**config.mk**
```make
export PLATFORM = sky130hd
export DESIGN_NAME = fga_fast_a20_reset
export DESIGN_NICKNAME = d
export VERILOG_FILES = /design/src/pkg/fga_pkg.sv /design/src/hw/fga_pulse_timer.sv /design/src/hw/fga_fast_a20_reset.sv
export VERILOG_INCLUDE_DIRS = /design/src /design/src/pkg
export SDC_FILE = /design/constraint.sdc
export NUM_CORES = 1
export LEC_CHECK = 0
export BUFFER_PORTS_ARGS = -buffer_cell sky130_fd_sc_hd__clkbuf_2
export CAP_MARGIN = 20
export CORE_UTILIZATION = 32
export DETAILED_ROUTE_END_ITERATION = 6
export HOLD_SLACK_MARGIN = 0.02
export PLACE_DENSITY = 0.57
export SYNTH_ARGS = -nofsm -noshare
export SYNTH_HDL_FRONTEND = slang
export SYNTH_SLANG_ARGS = --single-unit
```
**constraint.sdc**
```tcl
create_clock -name core_clk_in -period 2.5 [get_ports core_clk_in]
set_clock_uncertainty 0.15 [all_clocks]
set_input_delay 0.125 -clock core_clk_in [delete_from_list [all_inputs] [get_ports core_clk_in]]
set_output_delay 0.125 -clock core_clk_in [all_outputs]
set_load 0.005 [all_outputs]
```
**src/pkg/fga_params.svh**
```systemverilog
// Offsets, field positions, reset values and timing counts for the fast A20 / reset block.
// Assumes a 200 MHz system clock; included by the design modules.
`ifndef FGA_PARAMS_SVH
`define FGA_PARAMS_SVH

// ----------------------------------------
// Register locations
// ----------------------------------------
`define FGA_CFG_INDEX 8'hf0
`define FGA_FAST_PORT_ADDR 8'h92
`define FGA_KBC_DATA_ADDR 8'h60
`define FGA_KBC_CMD_ADDR 8'h64

// ----------------------------------------
// Field positions
// ----------------------------------------
`define FGA_CFG_HW_RST_BIT 0
`define FGA_CFG_HW_A20_BIT 1
`define FGA_CFG_PORT_EN_BIT 2
`define FGA_FP_RST_BIT 0
`define FGA_FP_A20_BIT 1
`define FGA_DATA_A20_BIT 1
`define FGA_DATA_RST_BIT 0

// ----------------------------------------
// Reset values, fast port read bits and commands
// ----------------------------------------
`define FGA_CFG_RESET 8'h00
`define FGA_FP_RSVD_READ 8'h24
`define FGA_CMD_WRITE_OUT 8'hd1
`define FGA_CMD_PULSE_RST 8'hfe
`define FGA_CMD_NULL 8'hff

// ----------------------------------------
// Timing
// ----------------------------------------
`define FGA_CLK_MHZ 200
`define FGA_RST_DELAY_US 14
`define FGA_RST_PULSE_US 6
`define FGA_RST_DELAY_CYC (`FGA_RST_DELAY_US * `FGA_CLK_MHZ)
`define FGA_RST_PULSE_CYC (`FGA_RST_PULSE_US * `FGA_CLK_MHZ)

`endif

```
**src/pkg/fga_pkg.sv**
```systemverilog
// Types shared by the fast A20 / reset block.
// Assumes the params header sits on the include path.
package fga_pkg;

   // ----------------------------------------
   // Host write carrier
   // ----------------------------------------
   typedef struct packed {
      logic cfg_wr;
      logic kbc_wr;
      logic cmd_sel;
      logic fp_wr;
      logic [7:0] data;
   } fga_host_wr_t;

   // ----------------------------------------
   // Command decode states
   // ----------------------------------------
   typedef enum logic [0:0] {
      FGA_IDLE = 1'b0,
      FGA_WAIT_DATA = 1'b1
   } fga_cmd_state_t;

   // ----------------------------------------
   // Pulse timer states
   // ----------------------------------------
   typedef enum logic [1:0] {
      FGA_PT_IDLE = 2'b00,
      FGA_PT_DELAY = 2'b01,
      FGA_PT_PULSE = 2'b10
   } fga_pulse_state_t;

endpackage

```
**src/hw/fga_pulse_timer.sv**
```systemverilog
// Delayed low pulse generator: a start pulse gives a delay, then an active-low pulse.
// Assumes one clock domain and the synchronised reset of the top module.
`timescale 1ns/1ps
`include "fga_params.svh"

module fga_pulse_timer #(
   parameter int DELAY_CYC = `FGA_RST_DELAY_CYC,
   parameter int PULSE_CYC = `FGA_RST_PULSE_CYC
) (
   // Clock and reset
   input wire logic clk_in,
   input wire logic rst_b_in,
   // Control
   input wire logic start_in,
   output logic pulse_n_out
);

   localparam int CW = $clog2((DELAY_CYC > PULSE_CYC ? DELAY_CYC : PULSE_CYC) + 1);

   fga_pkg::fga_pulse_state_t state;
   fga_pkg::fga_pulse_state_t next_state;
   logic [CW-1:0] count;
   logic [CW-1:0] next_count;
   logic count_done;

   assign count_done = (count == CW'(1));

   // ----------------------------------------
   // Sequencer
   // ----------------------------------------
   // Starts while busy are ignored, so one request gives one pulse.
   always_comb begin
      next_state = state;
      next_count = count;
      case (state)
         fga_pkg::FGA_PT_IDLE: begin
            if (start_in) begin
               next_state = fga_pkg::FGA_PT_DELAY;
               next_count = CW'(DELAY_CYC);
            end
         end
         fga_pkg::FGA_PT_DELAY: begin
            next_count = count - CW'(1);
            if (count_done) begin
               next_state = fga_pkg::FGA_PT_PULSE;
               next_count = CW'(PULSE_CYC);
            end
         end
         fga_pkg::FGA_PT_PULSE: begin
            next_count = count - CW'(1);
            if (count_done) begin
               next_state = fga_pkg::FGA_PT_IDLE;
            end
         end
         default: begin
            next_state = fga_pkg::FGA_PT_IDLE;
         end
      endcase
   end

   always_ff @(posedge clk_in or negedge rst_b_in) begin
      if (!rst_b_in) begin
         state <= fga_pkg::FGA_PT_IDLE;
         count <= '0;
         pulse_n_out <= 1'b1;
      end else begin
         state <= next_state;
         count <= next_count;
         pulse_n_out <= (next_state != fga_pkg::FGA_PT_PULSE);
      end
   end

endmodule

```
**src/hw/fga_fast_a20_reset.sv**
```systemverilog
// Fast A20 gate and CPU reset logic: config byte, fast control port, hardware D1/FE decode.
// Assumes host writes arrive as one-cycle strobes synchronous to core_clk_in.
`timescale 1ns/1ps
`include "fga_params.svh"

module fga_fast_a20_reset #(
   parameter int DELAY_CYC = `FGA_RST_DELAY_CYC,
   parameter int PULSE_CYC = `FGA_RST_PULSE_CYC
) (
   // Clock and reset
   input wire logic core_clk_in,
   input wire logic rst_b_in,
   // Host writes and reads
   input wire fga_pkg::fga_host_wr_t host_wr_in,
   input wire logic cfg_rd_in,
   input wire logic fp_rd_in,
   output logic [7:0] rd_data_out,
   output logic rd_valid_out,
   // Keyboard firmware side
   input wire logic kbc_a20_gate_in,
   input wire logic kbc_reset_n_in,
   output logic input_buffer_full_flag_out,
   output logic firmware_output_full_flag_out,
   // Polarity configuration
   input wire logic a20_gate_pol_in,
   input wire logic kbd_reset_pol_in,
   // System side
   output logic alternate_a20_control_out,
   output logic alternate_cpu_reset_n_out,
   output logic a20_gate_out,
   output logic a20_gate_oe_out,
   output logic keyboard_cpu_reset_out,
   output logic keyboard_cpu_reset_oe_out
);

   // ----------------------------------------
   // Reset release
   // ----------------------------------------
   logic rst_meta;
   logic rst_sync;

   always_ff @(posedge core_clk_in or negedge rst_b_in) begin
      if (!rst_b_in) begin
         rst_meta <= 1'b0;
         rst_sync <= 1'b0;
      end else begin
         rst_meta <= 1'b1;
         rst_sync <= rst_meta;
      end
   end

   // ----------------------------------------
   // Write decode
   // ----------------------------------------
   logic [7:0] a20_reset_config;
   logic fp_reset_bit;
   logic fp_a20_bit;
   wire port_en = a20_reset_config[`FGA_CFG_PORT_EN_BIT];
   wire hw_a20 = a20_reset_config[`FGA_CFG_HW_A20_BIT];
   wire hw_rst = a20_reset_config[`FGA_CFG_HW_RST_BIT];
   wire fp_wr_ok = host_wr_in.fp_wr && port_en;
   wire cmd_wr = host_wr_in.kbc_wr && host_wr_in.cmd_sel;
   wire data_wr = host_wr_in.kbc_wr && !host_wr_in.cmd_sel;
   wire is_d1 = (host_wr_in.data == `FGA_CMD_WRITE_OUT);
   wire is_fe = (host_wr_in.data == `FGA_CMD_PULSE_RST);
   wire is_ff = (host_wr_in.data == `FGA_CMD_NULL);
   wire fp_rst_rise = fp_wr_ok && host_wr_in.data[`FGA_FP_RST_BIT] && !fp_reset_bit;

   // ----------------------------------------
   // Config byte and fast port
   // ----------------------------------------
   always_ff @(posedge core_clk_in or negedge rst_sync) begin
      if (!rst_sync) begin
         a20_reset_config <= `FGA_CFG_RESET;
         fp_reset_bit <= 1'b0;
         fp_a20_bit <= 1'b0;
      end else begin
         if (host_wr_in.cfg_wr) begin
            a20_reset_config <= {5'h00, host_wr_in.data[2:0]};
         end
         if (fp_wr_ok) begin
            fp_reset_bit <= host_wr_in.data[`FGA_FP_RST_BIT];
            fp_a20_bit <= host_wr_in.data[`FGA_FP_A20_BIT];
         end
      end
   end

   // ----------------------------------------
   // Hardware D1 decode
   // ----------------------------------------
   fga_pkg::fga_cmd_state_t state;
   fga_pkg::fga_cmd_state_t next_state;
   logic hw_gate_latch;
   logic hw_reset_latch;
   logic input_buffer_full_flag;
   logic set_ibf;
   logic take_data;

   // Only D1/FE/FF commands are claimed; others belong to firmware.
   always_comb begin
      next_state = state;
      set_ibf = 1'b0;
      take_data = 1'b0;
      case (state)
         fga_pkg::FGA_IDLE: begin
            if (cmd_wr && is_d1 && hw_a20) begin
               next_state = fga_pkg::FGA_WAIT_DATA;
            end else if (data_wr) begin
               set_ibf = 1'b1;
            end else if (cmd_wr && !(is_fe && hw_rst) && !is_ff) begin
               set_ibf = 1'b1;
            end
         end
         fga_pkg::FGA_WAIT_DATA: begin
            if (data_wr) begin
               take_data = 1'b1;
               next_state = fga_pkg::FGA_IDLE;
            end else if (cmd_wr && !is_d1 && !is_ff) begin
               set_ibf = 1'b1;
               next_state = fga_pkg::FGA_IDLE;
            end
         end
         default: begin
            next_state = fga_pkg::FGA_IDLE;
         end
      endcase
   end

   always_ff @(posedge core_clk_in or negedge rst_sync) begin
      if (!rst_sync) begin
         state <= fga_pkg::FGA_IDLE;
         hw_gate_latch <= 1'b0;
         hw_reset_latch <= 1'b1;
         input_buffer_full_flag <= 1'b0;
      end else begin
         state <= next_state;
         if (take_data) begin
            hw_gate_latch <= host_wr_in.data[`FGA_DATA_A20_BIT];
            hw_reset_latch <= host_wr_in.data[`FGA_DATA_RST_BIT];
         end
         // Set wins; firmware side clears by reading, modelled as reset here
         if (set_ibf) begin
            input_buffer_full_flag <= 1'b1;
         end
      end
   end

   // ----------------------------------------
   // Reset pulse timers
   // ----------------------------------------
   logic fp_pulse_n;
   logic fe_pulse_n;
   wire fe_start = cmd_wr && is_fe && hw_rst && (state == fga_pkg::FGA_IDLE);

   fga_pulse_timer #(
      .DELAY_CYC(DELAY_CYC),
      .PULSE_CYC(PULSE_CYC)
   ) u_fp_timer (
      .clk_in(core_clk_in),
      .rst_b_in(rst_sync),
      .start_in(fp_rst_rise),
      .pulse_n_out(fp_pulse_n)
   );

   fga_pulse_timer #(
      .DELAY_CYC(DELAY_CYC),
      .PULSE_CYC(PULSE_CYC)
   ) u_fe_timer (
      .clk_in(core_clk_in),
      .rst_b_in(rst_sync),
      .start_in(fe_start),
      .pulse_n_out(fe_pulse_n)
   );

   // ----------------------------------------
   // Source merge
   // ----------------------------------------
   wire kbd_src_n = hw_rst ? (fe_pulse_n & hw_reset_latch) : kbc_reset_n_in;
   wire kbd_merged_n = kbd_src_n & (port_en ? fp_pulse_n : 1'b1);
   wire gate_src = hw_a20 ? hw_gate_latch : kbc_a20_gate_in;
   wire gate_merged = gate_src | (port_en & fp_a20_bit);
   wire [7:0] fp_read = `FGA_FP_RSVD_READ | {6'h00, fp_a20_bit, fp_reset_bit};
   wire [7:0] next_rd_data = cfg_rd_in ? a20_reset_config :
                             (fp_rd_in && port_en) ? fp_read : 8'h00;

   // ----------------------------------------
   // Output registers
   // ----------------------------------------
   always_ff @(posedge core_clk_in or negedge rst_sync) begin
      if (!rst_sync) begin
         rd_data_out <= 8'h00;
         rd_valid_out <= 1'b0;
         input_buffer_full_flag_out <= 1'b0;
         firmware_output_full_flag_out <= 1'b0;
         alternate_a20_control_out <= 1'b0;
         alternate_cpu_reset_n_out <= 1'b1;
         a20_gate_out <= 1'b0;
         keyboard_cpu_reset_out <= 1'b0;
         a20_gate_oe_out <= 1'b0;
         keyboard_cpu_reset_oe_out <= 1'b0;
      end else begin
         rd_data_out <= next_rd_data;
         rd_valid_out <= cfg_rd_in | (fp_rd_in & port_en);
         input_buffer_full_flag_out <= input_buffer_full_flag | set_ibf;
         firmware_output_full_flag_out <= 1'b0;
         alternate_a20_control_out <= fp_a20_bit;
         alternate_cpu_reset_n_out <= fp_pulse_n;
         a20_gate_out <= gate_merged ^ a20_gate_pol_in;
         keyboard_cpu_reset_out <= kbd_merged_n ^ kbd_reset_pol_in;
         a20_gate_oe_out <= 1'b1;
         keyboard_cpu_reset_oe_out <= 1'b1;
      end
   end

endmodule

```
==> impl_metrics.py, run 1 <==
metrics = {
    "logic_synthesis": {
        "synth_area_per_cell_um2": 9.97,
        "synthFlopType": "dfrtp_1",
        "ys_top_cells_by_area": "dfrtp_1, ha_1, dfstp_2, o21ai_0, nand2_1",
        "synth_top_area_share_pct": 41.8,
        "ys_top_cells_by_count": "dfrtp_1, nand2_1, nor2_1, o21ai_0, inv_1",
        "synth_edf_count": 0,
        "netlist_area_mm2": 0.00287,
        "synthArstFlopShare_pct": 100,
        "synth.distinct_cells": 62,
        "synth_warnings": 0,
        "ys_seq_area_share_pct": 45.5,
        "netlist_instances": 288,
        "ys_seq_elements": 52,
        "yosysTopAreaCell": "dfrtp_1",
        "synth_most_common_cell": "dfrtp_1",
    },
    "grt": {
        "grt_max_degree": 30,
        "grt_first_pass_wirelength_mm": 10.4,
        "use_met2_pct": 21.0,
        "grt.total_usage_pct": 13.5,
        "met3_usage_pct": 2.53,
        "first_global_vias": 2238,
        "grt.met1_usage_pct": 18.7,
        "grt_antenna_before_repair": 0,
        "grt-busiest-layer": "met2",
        "grt_overflow": 0,
    },
    "final_layout": {
        "final_nets": 373,
        "final_util_pct": 39.0,
        "drive_gt1_share_pct": 20.6,
        "areaGrowthSynthToFinish_pct": 18.2,
        "diodes": 0,
    },
    "timing": {
        "fin_crit_ns": 2.13,
        "setup_viol": 0,
        "finalHoldViolCount": 0,
        "rsz0062_at_grt": "no",
        "max_freq_mhz": 469,
        "slew_headroom_pct": 62.1,
        "post-route-period-util_pct": 85.3,
        "worstMarginPinSlew_ns": 0.561,
        "setup_tns_ns": 0,
        "drv_slew": 0,
    },
    "floorplanning": {
        "io_pins": 37,
        "start_util_pct": 32.9,
        "die_y_um": 96.8,
        "die_area_mm2": 0.00936,
        "row_count": 34,
        "coreArea_mm2": 0.00872,
        "die_x_um": 96.8,
    },
    "route": {
        "viasPerCell": 5.21,
        "firstDrtPassIters": 4,
        "routed_wl_mm": 5.92,
        "ant_nets": 0,
        "via_count": 2334,
        "drcViolationCount": 0,
        "drt_iter0_drc": 126,
        "wire_per_inst_um": 13.2,
    },
    "critical_path": {
        "crit_family": "compound AO/OA/AOI/OAI gates",
        "max_stage_delay_ns": 0.42,
        "reg2reg_to": "u_fp_timer.count[9]$_DFFE_PN0P_",
        "cp_slowest_cell": "dfrtp_1",
        "end_kind": "flip-flop",
        "reg2reg_depth": 7,
        "cp_max_fo": 7,
        "r2r_slack_ns": 0.37,
        "path_class": "reg -> reg",
        "worst-path-buf-inv": 1,
        "crit_required_ns": 2.56,
        "crit_chain": "inv_1 -> ha_1 -> nor3b_1 -> nand4_2 -> a21oi_2 -> o21ai_0 -> a22o_1",
        "critPathLaunchType": "flip-flop",
        "cp.arrival_ns": 2.20,
        "worstReg2RegStart": "u_fp_timer.count[1]$_DFFE_PN0P_",
    },
    "clock_tree": {
        "clk_path_buf_depth": 2,
        "cts_tree": "done",
        "cts_sinks": 52,
        "clkTransAtPathRegs_ns": 0.11,
        "numCtsBuffers": 5,
        "cts-root-buf": "clkbuf_8",
        "insertion_delay_ns": 0.31,
        "htreeDepth": 2,
        "cts_setup_buffers": 0,
        "cts_resized": 0,
    },
    "flow_run": {
        "cap_violations": 0,
    },
    "outcome": {
        "status": "completed",
    },
    "worst_hold_path": {
        "hold_depth": 4,
        "hold_start": "kbc_a20_gate_in",
        "holdPathEnd": "a20_gate_out$_DFF_PN0_",
        "hp-class": "in -> reg",
    },
    "power_and_ir_drop": {
        "leakagePower_nw": 1.49,
        "power_switching_mw": 0.799,
        "p_per_area_mw_per_mm2": 658,
        "switching_share_pct": 35.8,
        "peakVddDrop_mv": 0.260,
        "clockPowerShare_pct": 22.8,
        "pwr-share-seq_pct": 48.2,
        "p_comb_share_pct": 29.0,
        "internal_power_mw": 1.44,
        "power.total_mw": 2.23,
    },
    "placed_design": {
        "io_buffers": 31,
        "place.gp.congestion": 0.825,
        "place_hpwl_mm": 4.17,
    },
}
## final cells by class
type	instances	area (um^2)
clock inverters	3	25.0
multi-input cells	215	1460
well taps	108	135
clock buffers	5	68.8
fillers	821	5320
flip-flops and latches	52	1310
inverters	16	60.1
repair buffers	49	340
## sequential cells by signal, indices dropped and copies added (netlist names), 2 cells and up
register,flops
a20_reset_config,3
rd_data_out,4
u_fe_timer.count,12
u_fe_timer.state,2
u_fp_timer.count,12
u_fp_timer.state,2
## routing by layer
metal,up-vias,share of wire [%]
met5,-,0
met4,0,1.4
met3,5,3.9
met2,64,44
met1,1112,50
li1,1153,-
## worst min-delay path, stage by stage
cell and delay (ns):
clkbuf_2 0.07, nor2b_1 0.12, a221oi_1 0.06, xnor2_1 0.12
## metrics by stage
stage | hold WS (ns) | area, um^2 | instances | setup WS (ns)
finish | 0.0652 | 3400 | 448 | 0.367
global route | 0.100 | 3400 | 448 | 0.164
CTS | 0.0536 | 3400 | 448 | 0.365
detailed placement | -0.231 | 3150 | 425 | 0.375
global placement | -0.234 | 3150 | 425 | 0.468
floorplan | -0.321 | 2890 | 293 | 0.539
## power groups by stage
stage	Clock, mW	Combinational, mW	Sequential, mW
after floorplan	0	0.472	1.07
after global placement	0	0.622	1.09
after detailed placement	0	0.621	1.09
after CTS	0.543	0.645	1.07
after global routing	0.580	0.731	1.10
final	0.509	0.649	1.08
## placed cells by master (no fill, tap or decap), types with 3 or more instances in the layout
cell,instances
and3_1,4
o22a_1,3
ha_1,14
nor3b_1,3
o21ai_0,20
nor2b_1,5
nand4_1,3
nor3_1,6
o31ai_1,3
mux2_2,7
nor2_1,20
a22o_1,5
a31oi_1,9
inv_1,16
o21a_1,3
dlygate4sd3_1,15
dfstp_2,4
clkbuf_8,5
dfrtp_1,47
or2_2,4
o22ai_1,3
nand3_1,5
nand2b_1,4
nand2_1,23
clkbuf_2,31
a21oi_1,14
conb_1,7
a41oi_1,3
## how the worst max path moves through the flow
stage,from,to,cells past startpoint
finish,u_fp_timer.count[1]$_DFFE_PN0P_,u_fp_timer.count[9]$_DFFE_PN0P_,7
global route,u_fp_timer.count[1]$_DFFE_PN0P_,u_fp_timer.count[9]$_DFFE_PN0P_,7
CTS,u_fp_timer.count[1]$_DFFE_PN0P_,u_fp_timer.count[9]$_DFFE_PN0P_,7
detailed placement,u_fp_timer.state[1]$_DFF_PN0_,u_fp_timer.count[8]$_DFFE_PN0P_,6
global placement,u_fp_timer.count[1]$_DFFE_PN0P_,u_fp_timer.count[9]$_DFFE_PN0P_,7
floorplan,u_fp_timer.state[1]$_DFF_PN0_,u_fp_timer.count[8]$_DFFE_PN0P_,7
## what timing repair did
action                                  4_1_cts  5_1_grt
endpoints found under the setup margin        0        0
endpoints found under the hold margin        19        0
hold buffers                                 15        0
## cell families after synthesis
group | count (synthesis) | synth area share [%]
and+or+nand+nor | 98 | 19.6
AOI/OAI and AO/OA | 87 | 20.9
DFF | 52 | 45.5
buffers and inverters | 26 | 4.36
adders and majority gates | 14 | 6.10
muxes | 7 | 2.74
other | 2 | 0.261
xor gates and xnor gates | 2 | 0.610
No activity file was read; power rests on OpenSTA's default activity.
==> run 2, diff against run 1 <==
Settings changed: MAX_ROUTING_LAYER set to met4.
Clock period 2.5 ns to 2.3 ns, I/O delays scaled along.
==> run 2 against run 1 <==
  * First-iteration DRC count up 27%
  * Sequential power up 8%
  * Final cell count up 1.6%
  * Setup slack worse by 0.22 ns
  * Critical path depth unchanged
  * Register-to-register slack worse by 0.22 ns
  * Clock power up 9.0%
  * Power up 9.6%
  * Critical endpoint is now u_fp_timer.count[8]$_DFFE_PN0P_
  * Largest power group unchanged
  * Highest routed layer unchanged
==> impl_metrics.py, run 2 (same netlist as run 1, synthesis figures left out) <==
metrics = {
    "outcome": {
        "status": "completed",
    },
    "placed_design": {
        "place.gp.congestion": 0.806,
        "place_hpwl_mm": 4.46,
        "dp.cells": 432,
        "io_buffers": 31,
        "place_ws_ns": 0.189,
    },
    "critical_path": {
        "crit_required_ns": 2.34,
        "max_stage_delay_ns": 0.42,
        "path_class": "reg -> reg",
        "critPathLaunchType": "flip-flop",
        "cp_slowest_cell": "dfrtp_1",
        "worstReg2RegStart": "u_fp_timer.count[1]$_DFFE_PN0P_",
        "crit_family": "simple AND/OR/NAND/NOR gates",
        "cp_max_fo": 6,
        "crit_chain": "inv_1 -> ha_1 -> nor3b_1 -> nand4_2 -> a31oi_1 -> or2_2 -> o311ai_1",
        "reg2reg_to": "u_fp_timer.count[8]$_DFFE_PN0P_",
        "cp.arrival_ns": 2.20,
        "worst-path-buf-inv": 1,
        "r2r_slack_ns": 0.14,
        "reg2reg_depth": 7,
        "end_kind": "flip-flop",
    },
    "final_layout": {
        "layout_commonest_cell": "dfrtp_1",
        "fill_cells": 848,
        "diodes": 0,
        "top_regs": "u_fe_timer.count x12, u_fp_timer.count x12, rd_data_out x4",
        "final_nets": 380,
        "drive_gt1_share_pct": 22.2,
        "areaGrowthSynthToFinish_pct": 19.6,
        "layout_common_cells": "dfrtp_1, clkbuf_2, nand2_1",
        "multi_input_area_mm2": 0.00146,
        "final_cells": 455,
        "final-seq-area_mm2": 0.00131,
    },
    "grt": {
        "grt_overflow": 0,
        "first_global_vias": 2238,
        "grt_first_pass_wirelength_mm": 10.7,
        "grt.total_usage_pct": 14.1,
        "grt_antenna_before_repair": 0,
        "grt_max_degree": 30,
    },
    "clock_tree": {
        "cts-root-buf": "clkbuf_8",
        "clk_path_buf_depth": 2,
        "numCtsBuffers": 5,
        "cts_resized": 0,
        "cts_tree": "done",
        "insertion_delay_ns": 0.31,
        "cts_sinks": 52,
        "htreeDepth": 2,
        "clkTransAtPathRegs_ns": 0.11,
        "cts_setup_buffers": 0,
    },
    "power_and_ir_drop": {
        "p_per_area_mw_per_mm2": 712,
        "peakVddDrop_mv": 0.371,
        "leakagePower_nw": 1.52,
    },
    "route": {
        "viasPerCell": 5.22,
        "wire_per_inst_um": 13.4,
        "drcViolationCount": 0,
        "routed_wl_mm": 6.11,
        "firstDrtPassIters": 5,
        "ant_nets": 0,
        "drt_iter0_drc": 160,
        "via_count": 2373,
    },
    "timing": {
        "worstMarginPinSlew_ns": 0.666,
        "finalHoldViolCount": 0,
        "setup_tns_ns": 0,
        "slew_headroom_pct": 55.6,
        "setup_ws_ns": 0.144,
        "setup_viol": 0,
        "fin_crit_ns": 2.16,
        "rsz0062_at_grt": "yes",
        "drv_slew": 0,
        "max_freq_mhz": 464,
        "post-route-period-util_pct": 93.7,
    },
    "floorplanning": {
        "start_util_pct": 32.9,
        "die_x_um": 96.8,
        "coreArea_mm2": 0.00872,
        "die_y_um": 96.8,
        "io_pins": 37,
        "row_count": 34,
        "die_area_mm2": 0.00936,
    },
    "flow_run": {
        "cap_violations": 0,
    },
    "worst_hold_path": {
        "hold_depth": 3,
        "holdPathEnd": "hw_gate_latch$_DFFE_PN0P_",
        "hp-class": "in -> reg",
        "hold_start": "host_wr_in[9]",
    },
}
run 2: cell count changes in the layout (fill, tap and decap cells not counted):
cell	change
buf_12	-1
buf_4	+8
run 2: per-layer routing:
metal / GRT usage [%] / wire length (um) / up-vias
li1: - / - / 1176
met1: 19.4 / 3040 / 1135
met2: 21.6 / 2800 / 57
met3: 2.31 / 193 / 5
met4: 3.79 / 71 / 0
met5: - / 0 / -
run 2: what timing repair did:
item,in CTS,in global routing
hold buffers,15,0
endpoints found under the setup margin,0,6
hold endpoints to repair,19,0
run 2: how the worst max path moves through the flow:
| stage | start | to | slack (ns) | cells after the start |
|---|---|---|---|---|
| after floorplan | u_fp_timer.state[1]$_DFF_PN0_ | u_fp_timer.count[8]$_DFFE_PN0P_ | 0.34 | 7 |
| after global placement | u_fp_timer.count[1]$_DFFE_PN0P_ | u_fp_timer.count[9]$_DFFE_PN0P_ | 0.26 | 7 |
| after detailed placement | u_fp_timer.count[1]$_DFFE_PN0P_ | u_fp_timer.count[9]$_DFFE_PN0P_ | 0.19 | 7 |
| after CTS | u_fp_timer.count[1]$_DFFE_PN0P_ | u_fp_timer.count[8]$_DFFE_PN0P_ | 0.17 | 7 |
| after global routing | u_fp_timer.count[1]$_DFFE_PN0P_ | u_fp_timer.count[9]$_DFFE_PN0P_ | -0.05 | 7 |
| final | u_fp_timer.count[1]$_DFFE_PN0P_ | u_fp_timer.count[8]$_DFFE_PN0P_ | 0.14 | 7 |
run 2: area by class of cell:
type,count,share of cell area [%]
clock buffers,5,2.00
clock inverters,3,0.728
inverters,16,1.75
multi-input cells,215,42.5
flip-flops and latches,52,38.0
well taps,108,3.93
repair buffers,56,11.1
run 2: metrics by stage:
step	hold WS, ns	total power [mW]	cell area (um^2)	util, %
3_3_place_gp	-0.248	1.87	3190	36.6
2_1_floorplan	-0.331	1.67	2890	-
3_5_place_dp	-0.243	1.88	3190	36.6
4_1_cts	0.0556	2.47	3440	39.4
5_1_grt	0.0787	2.62	3440	39.4
6_report	0.0652	2.45	3440	39.4
run 2: power by group:
part / internal (mW) / switching, mW
clock network: 0.223 / 0.332
logic: 0.312 / 0.409
registers: 1.03 / 0.137
total: 1.57 / 0.879
run 2: worst reg2reg max path: stages (launching register included):
cell and delay, ns:
dfrtp_1 0.42, inv_1 0.08, ha_1 0.13, nor3b_1 0.31, nand4_2 0.25, a31oi_1 0.37
or2_2 0.21, o311ai_1 0.11
==> run 3, diff against run 2 <==
Clock period 2.3 ns to 2.45 ns, I/O delays scaled along.
==> run 3 against run 2 <==
  * Via count is 0.29% lower
  * Sequential power is 6% lower
  * Global-route usage is 0.050 points higher
  * Die area stayed put
  * First-iteration DRC count is 48% lower
  * Final cell count is 1.3% lower
  * Worst hold slack worse by 0.040 ns
  * Non-clock buffer count is 6 lower
  * Count of clock-buffer cells in the layout stayed put
  * Wire length is 0.41% lower
  * Design area is 1.4% lower
==> impl_metrics.py, run 3 (same netlist as run 1, synthesis figures left out) <==
metrics = {
    "timing": {
        "post-route-period-util_pct": 88.1,
        "setup_tns_ns": 0,
        "worst_hold_slack_ns": 0.0250,
        "setup_ws_ns": 0.291,
        "rsz0062_at_grt": "no",
        "setup_viol": 0,
        "max_freq_mhz": 463,
        "drv_slew": 0,
        "worstMarginPinSlew_ns": 0.636,
        "finalHoldViolCount": 0,
        "fin_crit_ns": 2.16,
        "slew_headroom_pct": 57.6,
    },
    "floorplanning": {
        "start_util_pct": 32.9,
        "die_y_um": 96.8,
        "io_pins": 37,
        "row_count": 34,
        "die_x_um": 96.8,
        "coreArea_mm2": 0.00872,
        "die_area_mm2": 0.00936,
    },
    "clock_tree": {
        "cts_tree": "done",
        "htreeDepth": 2,
        "numCtsBuffers": 5,
        "insertion_delay_ns": 0.32,
        "cts_resized": 0,
        "cts-root-buf": "clkbuf_8",
        "cts_sinks": 52,
        "clkTransAtPathRegs_ns": 0.11,
        "clk_path_buf_depth": 2,
        "cts_setup_buffers": 0,
    },
    "route": {
        "drt_iter0_drc": 83,
        "routed_wl_mm": 6.09,
        "ant_nets": 0,
        "drcViolationCount": 0,
        "viasPerCell": 5.27,
        "wire_per_inst_um": 13.6,
        "firstDrtPassIters": 4,
        "via_count": 2366,
    },
    "final_layout": {
        "top_regs": "u_fe_timer.count x12, u_fp_timer.count x12, rd_data_out x4",
        "diodes": 0,
        "layout_common_cells": "dfrtp_1, clkbuf_2, nand2_1",
        "areaGrowthSynthToFinish_pct": 18.0,
        "layout_commonest_cell": "dfrtp_1",
        "stdcell_area_mm2": 0.00339,
        "drive_gt1_share_pct": 21.1,
        "final_nets": 374,
    },
    "critical_path": {
        "crit_required_ns": 2.54,
        "cp_max_fo": 6,
        "crit_chain": "inv_1 -> ha_1 -> nor3b_1 -> nand4_2 -> o21ai_0 -> a31oi_1 -> o21ai_0",
        "max_stage_delay_ns": 0.47,
        "cp.arrival_ns": 2.25,
        "crit_top_cell": "o21ai_0",
        "path_class": "reg -> reg",
        "cp_slowest_cell": "o21ai_0",
        "end_kind": "flip-flop",
        "critPathLaunchType": "flip-flop",
    },
    "placed_design": {
        "place.gp.congestion": 0.818,
        "placed_cell_area_mm2": 0.00316,
        "place_hpwl_mm": 4.38,
        "place_ws_ns": 0.357,
        "io_buffers": 31,
    },
    "grt": {
        "grt_antenna_before_repair": 0,
        "grt_first_pass_wirelength_mm": 10.7,
        "grt.total_usage_pct": 14.1,
        "first_global_vias": 2295,
        "grt_overflow": 0,
        "grt_max_degree": 29,
    },
    "worst_hold_path": {
        "hp-class": "in -> reg",
    },
    "power_and_ir_drop": {
        "p_per_area_mw_per_mm2": 675,
        "leakagePower_nw": 1.49,
        "peakVddDrop_mv": 0.276,
    },
    "outcome": {
        "status": "completed",
    },
    "flow_run": {
        "cap_violations": 0,
    },
}
-- run 3: cell types whose count changed in the layout (fill, tap and decap cells not counted) --
cell / delta
buf_4: -5
dlygate4sd3_1: -1
-- run 3: power by group --
part | switching, mW | internal [mW] | total, mW
logic | 0.382 | 0.284 | 0.667
registers | 0.129 | 0.971 | 1.10
clock network | 0.314 | 0.209 | 0.523
-- run 3: final cells by class --
class	instances	area [um^2]
Multi-Input combinational cell	215	1460
Inverter	16	60.1
Fill cell	824	5330
Sequential cell	52	1310
Tap cell	108	135
Clock buffer	5	68.8
Timing Repair Buffer	50	333
Clock inverter	3	25.0
-- run 3: path summary, 6_finish.rpt --
path / startpoint / to / slack (ns) / cells after the start
max: u_fp_timer.count[1]$_DFFE_PN0P_ / u_fp_timer.count[4]$_DFFE_PN0P_ / 0.29 / 7
min: host_wr_in[8] / fp_reset_bit$_DFFE_PN0N_ / 0.02 / 3
max reg2reg: u_fp_timer.count[1]$_DFFE_PN0P_ / u_fp_timer.count[4]$_DFFE_PN0P_ / 0.29 / 7
min reg2reg: rst_sync$_DFF_PN0_ / u_fp_timer.count[4]$_DFFE_PN0P_ / 0.13 / 0
max in group asynchronous: rst_sync$_DFF_PN0_ / u_fe_timer.pulse_n_out$_DFF_PN1_ / 1.34 / 1
min in group asynchronous: rst_sync$_DFF_PN0_ / u_fp_timer.count[4]$_DFFE_PN0P_ / 0.13 / 0
-- run 3: routing by layer --
metal | wire (um) | vias up | GRT usage (%)
met5 | 0 | - | -
met4 | 69 | 0 | 4.71
met3 | 269 | 6 | 2.82
met2 | 2830 | 74 | 22.5
met1 | 2910 | 1114 | 18.0
li1 | - | 1172 | -
-- run 3: what timing repair did --
action,4_1_cts,5_1_grt
endpoints found under the setup margin,0,0
hold buffers,14,0
hold endpoints to repair,18,0
-- run 3: per-stage QoR --
| step | power, mW | util [%] | std cells |
|---|---|---|---|
| after global routing | 2.46 | 38.9 | 449 |
| after floorplan | 1.57 | - | 293 |
| final | 2.29 | 38.9 | 449 |
| after detailed placement | 1.75 | 36.2 | 427 |
| after global placement | 1.75 | 36.2 | 427 |
| after CTS | 2.31 | 38.9 | 449 |
-- run 3: critical path: cells and delay by family, from the launching register on --
family          cells  cell delay (ns)
compound gates      3             0.72
buf+inv             1             0.09
fa+ha+maj           1             0.14
flops               1             0.42
simple gates        2             0.56
